## src/hbfm_map.svh

```systemverilog
// Constants of the half-bridge fault manager: bit positions, codes and timing
`ifndef HBFM_MAP_SVH
`define HBFM_MAP_SVH

// Number of half-bridges
`define HBFM_BRIDGES        6

// Command word field positions (serial input)
`define HBFM_IN_SRR         15
`define HBFM_IN_UNDERLOAD_SHUTDOWN_CTRL       13
`define HBFM_IN_EN_HI       12
`define HBFM_IN_EN_LO       7
`define HBFM_IN_CNF_HI      6
`define HBFM_IN_CNF_LO      1
`define HBFM_IN_OVERVOLTAGE_LOCKOUT_CTRL        0

// Status word field positions (serial output)
`define HBFM_OUT_OC         15
`define HBFM_OUT_PSF        14
`define HBFM_OUT_ULD        13
`define HBFM_OUT_CODE_LO    1
`define HBFM_OUT_TW         0

// Per-bridge two-bit status codes
`define HBFM_CODE_OK        2'h0
`define HBFM_CODE_OC        2'h1
`define HBFM_CODE_UL        2'h2
`define HBFM_CODE_TSD       2'h3

// Serial frame shape
`define HBFM_FRAME_FIRST    16
`define HBFM_FRAME_STEP_LSB 3
`define HBFM_WORD_W         16
`define HBFM_BITCNT_W       9

// Reset values
`define HBFM_WORD_RST       16'h0000
`define HBFM_SYNC_RST       1'b0

// Timing: clock period and fault delays in ns, counts rounded up
`define HBFM_CLK_PERIOD_NS  40
`define HBFM_OC_DELAY_NS    10000
`define HBFM_UL_DELAY_NS    200000
`define HBFM_OC_DELAY_CYC   ((`HBFM_OC_DELAY_NS + `HBFM_CLK_PERIOD_NS - 1) / `HBFM_CLK_PERIOD_NS)
`define HBFM_UL_DELAY_CYC   ((`HBFM_UL_DELAY_NS + `HBFM_CLK_PERIOD_NS - 1) / `HBFM_CLK_PERIOD_NS)

`endif

```

## src/hbfm_pkg.sv

```systemverilog
// Shared types of the half-bridge fault manager
`default_nettype none
`include "hbfm_map.svh"

package hbfm_pkg;

    // One bit per half-bridge
    typedef logic [`HBFM_BRIDGES-1:0] hbfm_bridges_t;

    // Serial word, in or out
    typedef logic [`HBFM_WORD_W-1:0] hbfm_word_t;

    // Per-bridge status code
    typedef logic [1:0] hbfm_code_t;

endpackage

`default_nettype wire

```

## src/hbfm_sync.sv

```systemverilog
// Three-stage synchroniser with agreement filter for asynchronous inputs
`default_nettype none
`include "hbfm_map.svh"

module hbfm_sync #(
    parameter int unsigned W = 1
) (
    input  wire logic         clk_i,
    input  wire logic         rst_n_i,
    input  wire logic [W-1:0] async_i,
    output logic      [W-1:0] sync_o
);

    typedef struct packed {
        logic [W-1:0] s1;
        logic [W-1:0] s2;
        logic [W-1:0] s3;
        logic [W-1:0] out;
    } hbfm_sync_st_t;

    hbfm_sync_st_t q;
    hbfm_sync_st_t d;

    // Stage one feeds only stage two; output moves when stages two and three agree
    always_comb
    begin
        d     = q;
        d.s1  = async_i;
        d.s2  = q.s1;
        d.s3  = q.s2;
        d.out = (q.s2 & q.s3) | (q.out & (q.s2 ^ q.s3));
    end

    always_ff @(posedge clk_i or negedge rst_n_i)
    begin
        if (!rst_n_i)
            q <= {(4*W){`HBFM_SYNC_RST}};
        else
            q <= d;
    end

    assign sync_o = q.out;

endmodule

`default_nettype wire

```

## src/hbfm_spi.sv

```systemverilog
// Serial slave: status shift-out, command capture and frame length check
`default_nettype none
`include "hbfm_map.svh"

module hbfm_spi (
    input  wire logic               clk_i,
    input  wire logic               rst_n_i,
    input  wire logic               clr_i,
    input  wire logic               sclk_i,
    input  wire logic               cs_n_i,
    input  wire logic               si_i,
    input  wire hbfm_pkg::hbfm_word_t status_i,
    input  wire logic               tsd_i,
    output var hbfm_pkg::hbfm_word_t cmd_o,
    output logic                    cmd_valid_o,
    output logic                    so_o,
    output logic                    so_oe_o
);

    typedef struct packed {
        logic                      sclk_p;
        logic                      cs_p;
        logic                      active;
        logic                      first;
        logic [`HBFM_BITCNT_W-1:0] cnt;
        logic                      ovf;
        hbfm_pkg::hbfm_word_t      shreg;
        hbfm_pkg::hbfm_word_t      cmd;
        logic                      cmd_v;
        logic                      so;
        logic                      so_oe;
    } hbfm_spi_st_t;

    hbfm_spi_st_t q;
    hbfm_spi_st_t d;

    // Sixteen bits, then whole bytes; overflowed counts are never valid
    function automatic logic frame_ok(input logic [`HBFM_BITCNT_W-1:0] n, input logic ovf);
        frame_ok = !ovf && (n >= `HBFM_BITCNT_W'(`HBFM_FRAME_FIRST))
                   && (n[`HBFM_FRAME_STEP_LSB-1:0] == '0);
    endfunction

    // Data leaves on rising clock, enters on falling clock
    always_comb
    begin
        d        = q;
        d.sclk_p = sclk_i;
        d.cs_p   = cs_n_i;
        d.cmd_v  = 1'b0;
        if (!cs_n_i && q.cs_p)
        begin
            d.shreg  = status_i;
            d.first  = 1'b1;
            d.cnt    = '0;
            d.ovf    = 1'b0;
            d.active = 1'b1;
            d.so     = tsd_i;
            d.so_oe  = 1'b1;
        end
        else if (q.active && !cs_n_i)
        begin
            if (sclk_i && !q.sclk_p)
            begin
                d.so    = q.shreg[`HBFM_WORD_W-1];
                d.first = 1'b0;
            end
            if (!sclk_i && q.sclk_p && !q.first)
            begin
                d.shreg = {q.shreg[`HBFM_WORD_W-2:0], si_i};
                d.cnt   = q.cnt + `HBFM_BITCNT_W'(1);
                d.ovf   = q.ovf | (&q.cnt);
            end
        end
        else if (q.active && cs_n_i)
        begin
            // Short or ragged frames vanish without trace
            d.active = 1'b0;
            d.so     = 1'b0;
            d.so_oe  = 1'b0;
            if (frame_ok(q.cnt, q.ovf))
            begin
                d.cmd   = q.shreg;
                d.cmd_v = 1'b1;
            end
        end
        if (clr_i)
            d = '0;
    end

    always_ff @(posedge clk_i or negedge rst_n_i)
    begin
        if (!rst_n_i)
            q <= '0;
        else
            q <= d;
    end

    assign cmd_o       = q.cmd;
    assign cmd_valid_o = q.cmd_v;
    assign so_o        = q.so;
    assign so_oe_o     = q.so_oe;

endmodule

`default_nettype wire

```

## src/hbfm_top.sv

```systemverilog
// Fault manager of a six-channel half-bridge driver with serial control
`default_nettype none
`include "hbfm_map.svh"

module hbfm_top #(
    parameter int unsigned OC_DELAY_CYC = `HBFM_OC_DELAY_CYC,
    parameter int unsigned UL_DELAY_CYC = `HBFM_UL_DELAY_CYC,
    parameter int unsigned OC_CNT_W     = 16,
    parameter int unsigned UL_CNT_W     = 24
) (
    input  wire logic                          CLK_I,
    input  wire logic                          RESETN_I,
    input  wire logic                          EN_I,
    input  wire logic                          SCLK_I,
    input  wire logic                          CS_N_I,
    input  wire logic                          SI_I,
    output logic                               SO_O,
    output logic                               SO_OE_O,
    input  wire logic                          MOTOR_SUPPLY_A_OV_I,
    input  wire logic                          MOTOR_SUPPLY_B_OV_I,
    input  wire logic                          MOTOR_SUPPLY_UV_I,
    input  wire logic [`HBFM_BRIDGES-1:0]      HIGH_SIDE_SWITCH_OC_I,
    input  wire logic [`HBFM_BRIDGES-1:0]      LOW_SIDE_SWITCH_OC_I,
    input  wire logic [`HBFM_BRIDGES-1:0]      UNDERLOAD_CURRENT_LIMIT_I,
    input  wire logic [`HBFM_BRIDGES-1:0]      TEMP_WARN_I,
    input  wire logic [`HBFM_BRIDGES-1:0]      TEMP_SHUTDOWN_I,
    output logic      [`HBFM_BRIDGES-1:0]      HIGH_SIDE_SWITCH_ON_O,
    output logic      [`HBFM_BRIDGES-1:0]      LOW_SIDE_SWITCH_ON_O
);

    localparam int unsigned NB     = `HBFM_BRIDGES;
    localparam int unsigned SYNC_W = 3 + 3 + 5 * NB + 1;

    localparam logic [OC_CNT_W-1:0] OC_LAST = OC_CNT_W'(OC_DELAY_CYC - 1);
    localparam logic [UL_CNT_W-1:0] UL_LAST = UL_CNT_W'(UL_DELAY_CYC - 1);

    // Complete state of the fault manager
    typedef struct packed {
        hbfm_pkg::hbfm_bridges_t         bridge_on_bit;
        hbfm_pkg::hbfm_bridges_t         bridge_polarity_bit;
        logic                            overvoltage_lockout_ctrl;
        logic                            underload_shutdown_ctrl;
        hbfm_pkg::hbfm_bridges_t         oc_seen;
        hbfm_pkg::hbfm_bridges_t         ul_seen;
        hbfm_pkg::hbfm_bridges_t         tsd_seen;
        hbfm_pkg::hbfm_bridges_t         latched_off;
        logic [NB-1:0][OC_CNT_W-1:0]     oc_cnt;
        logic [UL_CNT_W-1:0]             ul_cnt;
        hbfm_pkg::hbfm_bridges_t         hs_on;
        hbfm_pkg::hbfm_bridges_t         ls_on;
    } hbfm_st_t;

    hbfm_st_t q;
    hbfm_st_t d;

    // Synchronised inputs
    logic [SYNC_W-1:0]       sync_in;
    logic [SYNC_W-1:0]       sync_out;
    logic                    en_s;
    logic                    sclk_s;
    logic                    cs_n_s;
    logic                    si_s;
    logic                    ov_a_s;
    logic                    ov_b_s;
    logic                    uv_s;
    hbfm_pkg::hbfm_bridges_t oc_hs_s;
    hbfm_pkg::hbfm_bridges_t oc_ls_s;
    hbfm_pkg::hbfm_bridges_t ul_s;
    hbfm_pkg::hbfm_bridges_t tw_s;
    hbfm_pkg::hbfm_bridges_t tsd_s;

    // Serial side
    hbfm_pkg::hbfm_word_t    cmd;
    logic                    cmd_valid;
    hbfm_pkg::hbfm_word_t    status_word;

    // Fault decode, shared between the state update and the status word
    logic                    supply_fail_flag;
    logic                    lockout;
    logic                    thermal_warning_flag;
    logic                    overcurrent_flag;
    logic                    underload_flag;
    logic                    tsd_flag;
    hbfm_pkg::hbfm_bridges_t driving;
    hbfm_pkg::hbfm_bridges_t oc_cond;
    hbfm_pkg::hbfm_bridges_t oc_trip;
    hbfm_pkg::hbfm_bridges_t ul_cond;
    hbfm_pkg::hbfm_bridges_t ul_hit;
    hbfm_pkg::hbfm_bridges_t latch_now;
    logic                    ul_expired;

    // Priority: over-current first, then thermal shutdown, then under-load
    function automatic hbfm_pkg::hbfm_code_t code_of(input logic oc, input logic ul, input logic tsd);
        if (oc)
            code_of = `HBFM_CODE_OC;
        else if (tsd)
            code_of = `HBFM_CODE_TSD;
        else if (ul)
            code_of = `HBFM_CODE_UL;
        else
            code_of = `HBFM_CODE_OK;
    endfunction

    // Every pin except clock and reset, and every comparator, crosses into the clock domain here
    assign sync_in = {EN_I, SCLK_I, CS_N_I, SI_I,
                      MOTOR_SUPPLY_A_OV_I, MOTOR_SUPPLY_B_OV_I, MOTOR_SUPPLY_UV_I,
                      HIGH_SIDE_SWITCH_OC_I, LOW_SIDE_SWITCH_OC_I, UNDERLOAD_CURRENT_LIMIT_I,
                      TEMP_WARN_I, TEMP_SHUTDOWN_I};

    hbfm_sync #(
        .W       (SYNC_W)
    ) u_sync (
        .clk_i   (CLK_I),
        .rst_n_i (RESETN_I),
        .async_i (sync_in),
        .sync_o  (sync_out)
    );

    assign {en_s, sclk_s, cs_n_s, si_s, ov_a_s, ov_b_s, uv_s,
            oc_hs_s, oc_ls_s, ul_s, tw_s, tsd_s} = sync_out;

    // Serial slave; held cleared while the enable pin is low
    hbfm_spi u_spi (
        .clk_i       (CLK_I),
        .rst_n_i     (RESETN_I),
        .clr_i       (!en_s),
        .sclk_i      (sclk_s),
        .cs_n_i      (cs_n_s),
        .si_i        (si_s),
        .status_i    (status_word),
        .tsd_i       (tsd_flag),
        .cmd_o       (cmd),
        .cmd_valid_o (cmd_valid),
        .so_o        (SO_O),
        .so_oe_o     (SO_OE_O)
    );

    // Supply monitoring: over-voltage flag is pure level, never latched
    always_comb
    begin
        supply_fail_flag = ov_a_s | ov_b_s | uv_s;
        lockout          = uv_s | (q.overvoltage_lockout_ctrl & (ov_a_s | ov_b_s));
    end

    // Global flags are the OR of the per-bridge memories, except thermal warning, the OR of the live synchronised inputs
    always_comb
    begin
        thermal_warning_flag = |tw_s;
        overcurrent_flag     = |q.oc_seen;
        underload_flag       = |q.ul_seen;
        tsd_flag             = |q.tsd_seen;
    end

    // Status word captured by the serial slave when a frame opens
    always_comb
    begin
        status_word                    = `HBFM_WORD_RST;
        status_word[`HBFM_OUT_OC]      = overcurrent_flag;
        status_word[`HBFM_OUT_PSF]     = supply_fail_flag;
        status_word[`HBFM_OUT_ULD]     = underload_flag;
        status_word[`HBFM_OUT_TW]      = thermal_warning_flag;
        for (int i = 0; i < NB; i++)
        begin
            status_word[`HBFM_OUT_CODE_LO + 2*i +: 2] =
                code_of(q.oc_seen[i], q.ul_seen[i], q.tsd_seen[i]);
        end
    end

    // Current monitoring only looks at bridges actually being driven
    always_comb
    begin
        driving = q.bridge_on_bit & {NB{!lockout}};
        for (int i = 0; i < NB; i++)
        begin
            oc_cond[i] = driving[i] & ((q.bridge_polarity_bit[i] & oc_hs_s[i])
                                     | (!q.bridge_polarity_bit[i] & oc_ls_s[i]));
            oc_trip[i] = oc_cond[i] && (q.oc_cnt[i] == OC_LAST);
            ul_cond[i] = driving[i] & !q.bridge_polarity_bit[i] & ul_s[i];
        end
        // Shared timer: once it has run out, any bridge under load is hit at once
        ul_expired = (|ul_cond) && (q.ul_cnt == UL_LAST);
        ul_hit     = ul_cond & {NB{ul_expired}};
        latch_now  = oc_trip | tsd_s
                   | (ul_hit & {NB{q.underload_shutdown_ctrl}});
    end

    // State update: frame effects first, then fault sets, so a set beats a clear
    always_comb
    begin
        d = q;

        // Per-bridge over-current delay counters restart when current drops
        for (int i = 0; i < NB; i++)
        begin
            if (!oc_cond[i])
                d.oc_cnt[i] = '0;
            else if (q.oc_cnt[i] != OC_LAST)
                d.oc_cnt[i] = q.oc_cnt[i] + OC_CNT_W'(1);
        end

        // One under-load timer runs while any bridge is under load
        if (!(|ul_cond))
            d.ul_cnt = '0;
        else if (q.ul_cnt != UL_LAST)
            d.ul_cnt = q.ul_cnt + UL_CNT_W'(1);

        // Valid frames program the bridges and may clear latched faults
        if (cmd_valid)
        begin
            d.overvoltage_lockout_ctrl = cmd[`HBFM_IN_OVERVOLTAGE_LOCKOUT_CTRL];
            d.underload_shutdown_ctrl  = cmd[`HBFM_IN_UNDERLOAD_SHUTDOWN_CTRL];
            // Bridges still latched ignore this frame's enables until cleared
            d.bridge_on_bit       = cmd[`HBFM_IN_EN_HI:`HBFM_IN_EN_LO] & ~q.latched_off;
            d.bridge_polarity_bit = cmd[`HBFM_IN_CNF_HI:`HBFM_IN_CNF_LO] & ~q.latched_off;
            if (cmd[`HBFM_IN_SRR])
            begin
                d.oc_seen     = '0;
                d.ul_seen     = '0;
                // Thermal memory survives while the bridge is still too hot
                d.tsd_seen    = q.tsd_seen & tsd_s;
                d.latched_off = q.latched_off & q.tsd_seen & tsd_s;
            end
        end

        // Fault sets; flags are memorised even when the bridge stays on
        d.oc_seen     = d.oc_seen | oc_trip;
        d.ul_seen     = d.ul_seen | ul_hit;
        d.tsd_seen    = d.tsd_seen | tsd_s;
        d.latched_off = d.latched_off | latch_now;

        // Latch-off forgets the programming; lockouts below do not
        d.bridge_on_bit       = d.bridge_on_bit & ~latch_now;
        d.bridge_polarity_bit = d.bridge_polarity_bit & ~latch_now;

        // Output stage: lockout masks drive, programming untouched for recovery
        d.hs_on = d.bridge_on_bit & d.bridge_polarity_bit & {NB{!lockout}};
        d.ls_on = d.bridge_on_bit & ~d.bridge_polarity_bit & {NB{!lockout}};

        // Enable pin low acts as a full logic reset
        if (!en_s)
            d = '0;
    end

    // Single state register; power-on reset clears everything
    always_ff @(posedge CLK_I or negedge RESETN_I)
    begin
        if (!RESETN_I)
            q <= '0;
        else
            q <= d;
    end

    // Drive pins come straight from the state register
    assign HIGH_SIDE_SWITCH_ON_O = q.hs_on;
    assign LOW_SIDE_SWITCH_ON_O  = q.ls_on;

endmodule

`default_nettype wire

```

## config.mk

```make
export PLATFORM = sky130hd
export DESIGN_NAME = hbfm_top
export DESIGN_NICKNAME = d
export VERILOG_FILES = /design/src/hbfm_pkg.sv /design/src/hbfm_sync.sv /design/src/hbfm_spi.sv /design/src/hbfm_top.sv
export VERILOG_INCLUDE_DIRS = /design/src
export SDC_FILE = /design/constraint.sdc
export NUM_CORES = 1
export LEC_CHECK = 0
export ABC_AREA = 0
export BUFFER_PORTS_ARGS = -buffer_cell sky130_fd_sc_hd__buf_2
export CAP_MARGIN = 20
export CORE_ASPECT_RATIO = 0.9
export CORE_MARGIN = 1
export CORE_UTILIZATION = 65
export CTS_CLUSTER_DIAMETER = 50
export CTS_CLUSTER_SIZE = 10
export DETAILED_ROUTE_END_ITERATION = 8
export PLACE_DENSITY = 0.83
export SLEW_MARGIN = 25
export SYNTH_ARGS = -nofsm -noshare
export SYNTH_HDL_FRONTEND = slang
export SYNTH_HIERARCHICAL = 1
export SYNTH_SLANG_ARGS = --single-unit
```

## constraint.sdc

```tcl
create_clock -name CLK_I -period 5.9 [get_ports CLK_I]
set_clock_uncertainty 0.2 [all_clocks]
set_input_delay 0.885 -clock CLK_I [delete_from_list [all_inputs] [get_ports CLK_I]]
set_output_delay 0.885 -clock CLK_I [all_outputs]
set_load 0.02 [all_outputs]
```

==> results of run 1 <==
## flip-flops by register name (all words and copies together) (netlist names)
register,count
u_sync/d,74
u_sync/q,37
u_spi/cmd_o,15
u_spi/cmd_valid_o,1
LOW_SIDE_SWITCH_ON_O,6
u_spi/so_o,1
u_spi/q,30
q,158
HIGH_SIDE_SWITCH_ON_O,6
u_sync/sync_o,37
## per-stage QoR
stage | power, mW | hold WS [ns] | worst slack [ns]
after floorplan | 2.88 | 0.131 | 3.85
after global placement | 2.95 | 0.131 | 3.29
after detailed placement | 2.97 | 0.135 | 3.28
after CTS | 5.31 | 0.146 | 3.23
after global routing | 5.44 | 0.0152 | 3.12
final | 5.27 | 0.0140 | 3.29
## worst max-delay path: cells and delay by family, from the launching register on
kind	cells	cell delay, ns
AND/OR/NAND/NOR	4	1.80
flip-flops	1	0.45
## power by group through the flow
stage / registers (mW) / clock network [mW] / logic, mW
global route: 2.69 / 2.47 / 0.282
global placement: 2.72 / 0 / 0.235
floorplan: 2.69 / 0 / 0.193
CTS: 2.68 / 2.37 / 0.250
detailed placement: 2.72 / 0 / 0.247
finish: 2.68 / 2.33 / 0.251
## routing by layer
layer	up-vias	global-route usage	wire, um	share of wire
met1	5327	0.372	14200	0.44
met5	-	0	0	0
met2	358	0.431	15300	0.48
li1	4936	-	-	-
met4	0	0.0755	763	0.024
met3	67	0.0476	1840	0.057
## cell type report
type	count	area (sq um)	share of cell area
inverters	21	78.8	0.00459
multi-input cells	919	6000	0.350
flip-flops and latches	365	9130	0.532
repair buffers	61	374	0.0218
clock buffers	50	1140	0.0665
well taps	302	378	0.0220
clock inverters	3	62.6	0.00364
## path summary, 6_finish.rpt
kind                         startpoint                        to  slack [ns]
min in group CLK_I         u_sync/d[81]              u_sync/d[44]        0.15
max in group asynchronous      RESETN_I              u_sync/d[67]        4.31
max                               q[22]  HIGH_SIDE_SWITCH_ON_O[1]        3.29
min reg2reg                u_sync/d[81]              u_sync/d[44]        0.15
max reg2reg                       q[22]  HIGH_SIDE_SWITCH_ON_O[1]        3.29
min                            RESETN_I            u_spi/cmd_o[8]        0.01
==> metrics, run 1 <==
largest net degree at the start of global routing 155; Initial Util 0.671; Area growth, synth to finish 8.03%; antenna diode count 0; post_cts resized 0; status completed; combinational share of power 0.048; Non-Filler Instances 1721; Reg power frac 0.510; Worst EP required 6.06 ns; worst vdd ir 0.000271 V; clk slew on worst S/H paths 0.05 ns; Ys Warns 6; post-DR wirelength/cell 18.7 um; Max-slew headroom 0.274; post-layout util 0.725; Worst Path Max Fanout 7; cts hold-fix bufs 0; CTS root buffer clkbuf_16; CP cell instances nor4b_1 -> nand4_1 -> nor4_2 -> nor4_1; core area 23700 sq um; most frequent cells in the layout dfrtp_1, nor2_1, nand2_1; RSZ-0062 raised after global routing no; Worst path max stage delay 0.68 ns; CTS HTree Levels 2; cell row count 53; min Tclk post-route 2.61 ns; fillers 1540; syn nets 1506; Setup violations, final 0; Die W 167 um; leakage power 7.50 nW; Die Y 150 um; # placed instances 1666; post-route antenna net violation count 0; area of the mapped netlist 15900 sq um; buffer depth of the longest clock path 3; TritonRoute pass-1 iters 5; full die area 25100 sq um; hold crit path type input port to async pin; vias in the first global route 10800; Register-to-Register Path Depth 4; mean post-synth cell area 11.2 sq um; GP Congestion 0.867; DP Area 15900 sq um; synthesized instance count 1414; Congestion Overflow GR 0; final std cell area, no fill 17200 sq um; postcts setup bufs 0; IO Count 53; initial antenna violation count 0; share of cells above drive strength 1 0.0973; Routed WL 32100 um; Post-route DRC 0; crit path DAT 2.77 ns; CP Launch Type register; setup TNS 0 ns; first-pass GRT wire length 54000 um; total number of vias 10700; final worst-path cycle share 0.443; fin. max-slew vios 0; CP max stage cell nor4_2; CP Capture Type register; fmax 383 MHz; Clk pwr share 0.443; DP HPWL 21000 um; commonest non-fill, non-tap cell in the layout dfrtp_1; Switching Share 0.222; total of max-cap violations 0; Vias/cell 6.21; clk sink count 365; Internal Power 4.10 mW; Worst-Margin Slew 1.09 ns; First DRT Iteration DRCs 955; I/O Buffers 52; CTS tree built; clock latency on the worst-skew pair 0.53 ns; count of final hold-check violations 0; overall routing resource usage 0.266; cts bufs inserted 43; switching power 1.17 mW; critical path class register to register; # nets final 1503; cell area power density 307 nW/um^2
No activity file was read; power rests on OpenSTA's default activity.
==> run 2: changes to the inputs <==
--- a/config.mk
+++ b/config.mk
@@ -11,11 +11,11 @@
 export CAP_MARGIN = 20
 export CORE_ASPECT_RATIO = 0.9
 export CORE_MARGIN = 1
-export CORE_UTILIZATION = 65
+export CORE_UTILIZATION = 62
 export CTS_CLUSTER_DIAMETER = 50
 export CTS_CLUSTER_SIZE = 10
 export DETAILED_ROUTE_END_ITERATION = 8
-export PLACE_DENSITY = 0.83
+export PLACE_DENSITY = 0.8
 export SLEW_MARGIN = 25
 export SYNTH_ARGS = -nofsm -noshare
 export SYNTH_HDL_FRONTEND = slang
==> constraint.sdc (replaced) <==
create_clock -name CLK_I -period 2.5 [get_ports CLK_I]
set_clock_uncertainty 0.2 [all_clocks]
set_input_delay 0.375 -clock CLK_I [delete_from_list [all_inputs] [get_ports CLK_I]]
set_output_delay 0.375 -clock CLK_I [all_outputs]
set_load 0.02 [all_outputs]
==> run 2 against run 1 <==
  * Critical path type unchanged
  * Power increased by 150%
  * Global-route usage decreased by 0.40 points
  * Core utilization decreased by 1.4 points
  * Clock power increased to 2.6 times the previous value
  * Die area increased by 4.8%
  * Non-clock buffer count increased by 59
  * Cell count increased by 6.0%
  * Sequential cell count unchanged
  * Wire length increased by 2.0%
  * Via count increased by 2.4%
  * Largest cell class unchanged
==> metrics, run 2 (synthesis results as in run 1) <==
status completed; Worst Setup SP q[22]; Buf+Inv Stages, Crit Path 0; Area growth, synth to finish 12.8%; # nets final 1564; Worst path max stage delay 0.54 ns; Setup violations, final 0; First DRT Iteration DRCs 735; Hold EP u_sync/d[41]; Worst-Margin Slew 0.595 ns; clk sink count 365; Register-to-Register Path Depth 4; full die area 26300 sq um; Hold Crit Start u_sync/d[78]; antenna diode count 0; Congestion Overflow GR 0; Worst EP required 2.68 ns; Largest register FFs 158; Initial Util 0.631; Die W 171 um; initial antenna violation count 0; RR Endpoint q[167]; clock latency on the worst-skew pair 0.53 ns; count of final hold-check violations 0; cts bufs inserted 45; CTS root buffer clkbuf_16; IO Count 53; Post-route DRC 0; CP cell instances nor4b_1 -> nand4_1 -> o22ai_1 -> a21oi_1; CTS tree built; vias in the first global route 11000; share of cells above drive strength 1 0.111; TritonRoute pass-1 iters 5; post-DR wirelength/cell 17.9 um; RSZ-0062 raised after global routing yes; CP Capture Type register; worst hold slack 0.143 ns; core area 25200 sq um; CP max stage cell o22ai_1; post-route antenna net violation count 0; highest routing layer actually used met4; Worst Path Max Fanout 7; hold crit path type register to register; DP Worst Slack 0.215 ns; cell row count 55; CP Launch Type register; clk slew on worst S/H paths 0.05 ns; Max-slew headroom 0.602; worst hold stages 0; buffer depth of the longest clock path 3; Reg with most FFs q; total of max-cap violations 0; r2r setup slk 0.16 ns; Final WS setup 0.157 ns; Critical R2R Launch q[22]; final worst-path cycle share 0.937; delay-heaviest family, CP simple AND/OR/NAND/NOR gates; CTS HTree Levels 2; wl on met1 14800 um; cell area power density 728 nW/um^2; min Tclk post-route 2.34 ns; worst vdd ir 0.000710 V; met2 WL 15500 um; power consumption 13.0 mW; most frequent cells in the layout dfrtp_1, nor2_1, nand2_1; DP Area 16200 sq um; DP HPWL 21100 um; final std cell area, no fill 17900 sq um; fin. max-slew vios 0; Vias/cell 6.00; first-pass GRT wire length 55200 um; Met3 Routed Length 1720 um; total number of vias 10900; fmax 427 MHz; postcts setup bufs 0; crit path DAT 2.52 ns; I/O Buffers 52; commonest non-fill, non-tap cell in the layout dfrtp_1; critical path class register to register; leakage power 7.84 nW; Routed WL 32800 um; largest net degree at the start of global routing 73; GP Congestion 0.887; overall routing resource usage 0.262; Die Y 154 um
-- run 2: cell types whose count changed in the layout (fill, tap and decap cells not counted), sizes merged --
cell,previous run,this run
bufinv,1,4
clkbuf,50,51
buf,61,82
dlygate4sd3,0,38
inv,21,22
-- run 2: repair_timing --
action / in CTS / in global routing
setup endpoints to repair: 0 / 6
hold buffers: 38 / 0
resized for setup: 0 / 1
hold endpoints to repair: 373 / 0
-- run 2: power breakdown --
group          internal, mW  leakage (nW)  switching (mW)  total [mW]
registers              6.15          4.75           0.190        6.34
clock network          3.77         0.663            2.26        6.03
logic                 0.304          2.43           0.374       0.679
total                  10.2          7.84            2.83        13.0
-- run 2: worst max path at each step --
| stage | to | cells after the start |
|---|---|---|
| global placement | q[133] | 4 |
| finish | q[167] | 4 |
| floorplan | u_spi/cmd_o[15] | 9 |
| CTS | q[133] | 4 |
| detailed placement | HIGH_SIDE_SWITCH_ON_O[1] | 4 |
| global route | HIGH_SIDE_SWITCH_ON_O[0] | 5 |
-- run 2: final cells by class --
cell class	instances	area, sq um
multi-input combinational	919	6010
fill	1751	7260
inverter	21	78.8
clock buffer	51	1200
tap	342	428
timing repair buffer	120	926
sequential	365	9130
clock inverter	7	150
-- run 2: through the flow --
stage | TNS, ns | util | instances
finish | 0 | 0.712 | 1825
global route | -0.0109 | 0.712 | 1825
CTS | 0 | 0.711 | 1825
detailed placement | 0 | 0.643 | 1729
global placement | 0 | 0.643 | 1729
floorplan | 0 | - | 1414
-- run 2: metal layers --
metal | vias to the layer above | GRT usage
met2 | 301 | 0.417
met4 | 0 | 0.0704
met5 | - | 0
li1 | 5071 | -
met3 | 71 | 0.0494
met1 | 5502 | 0.371
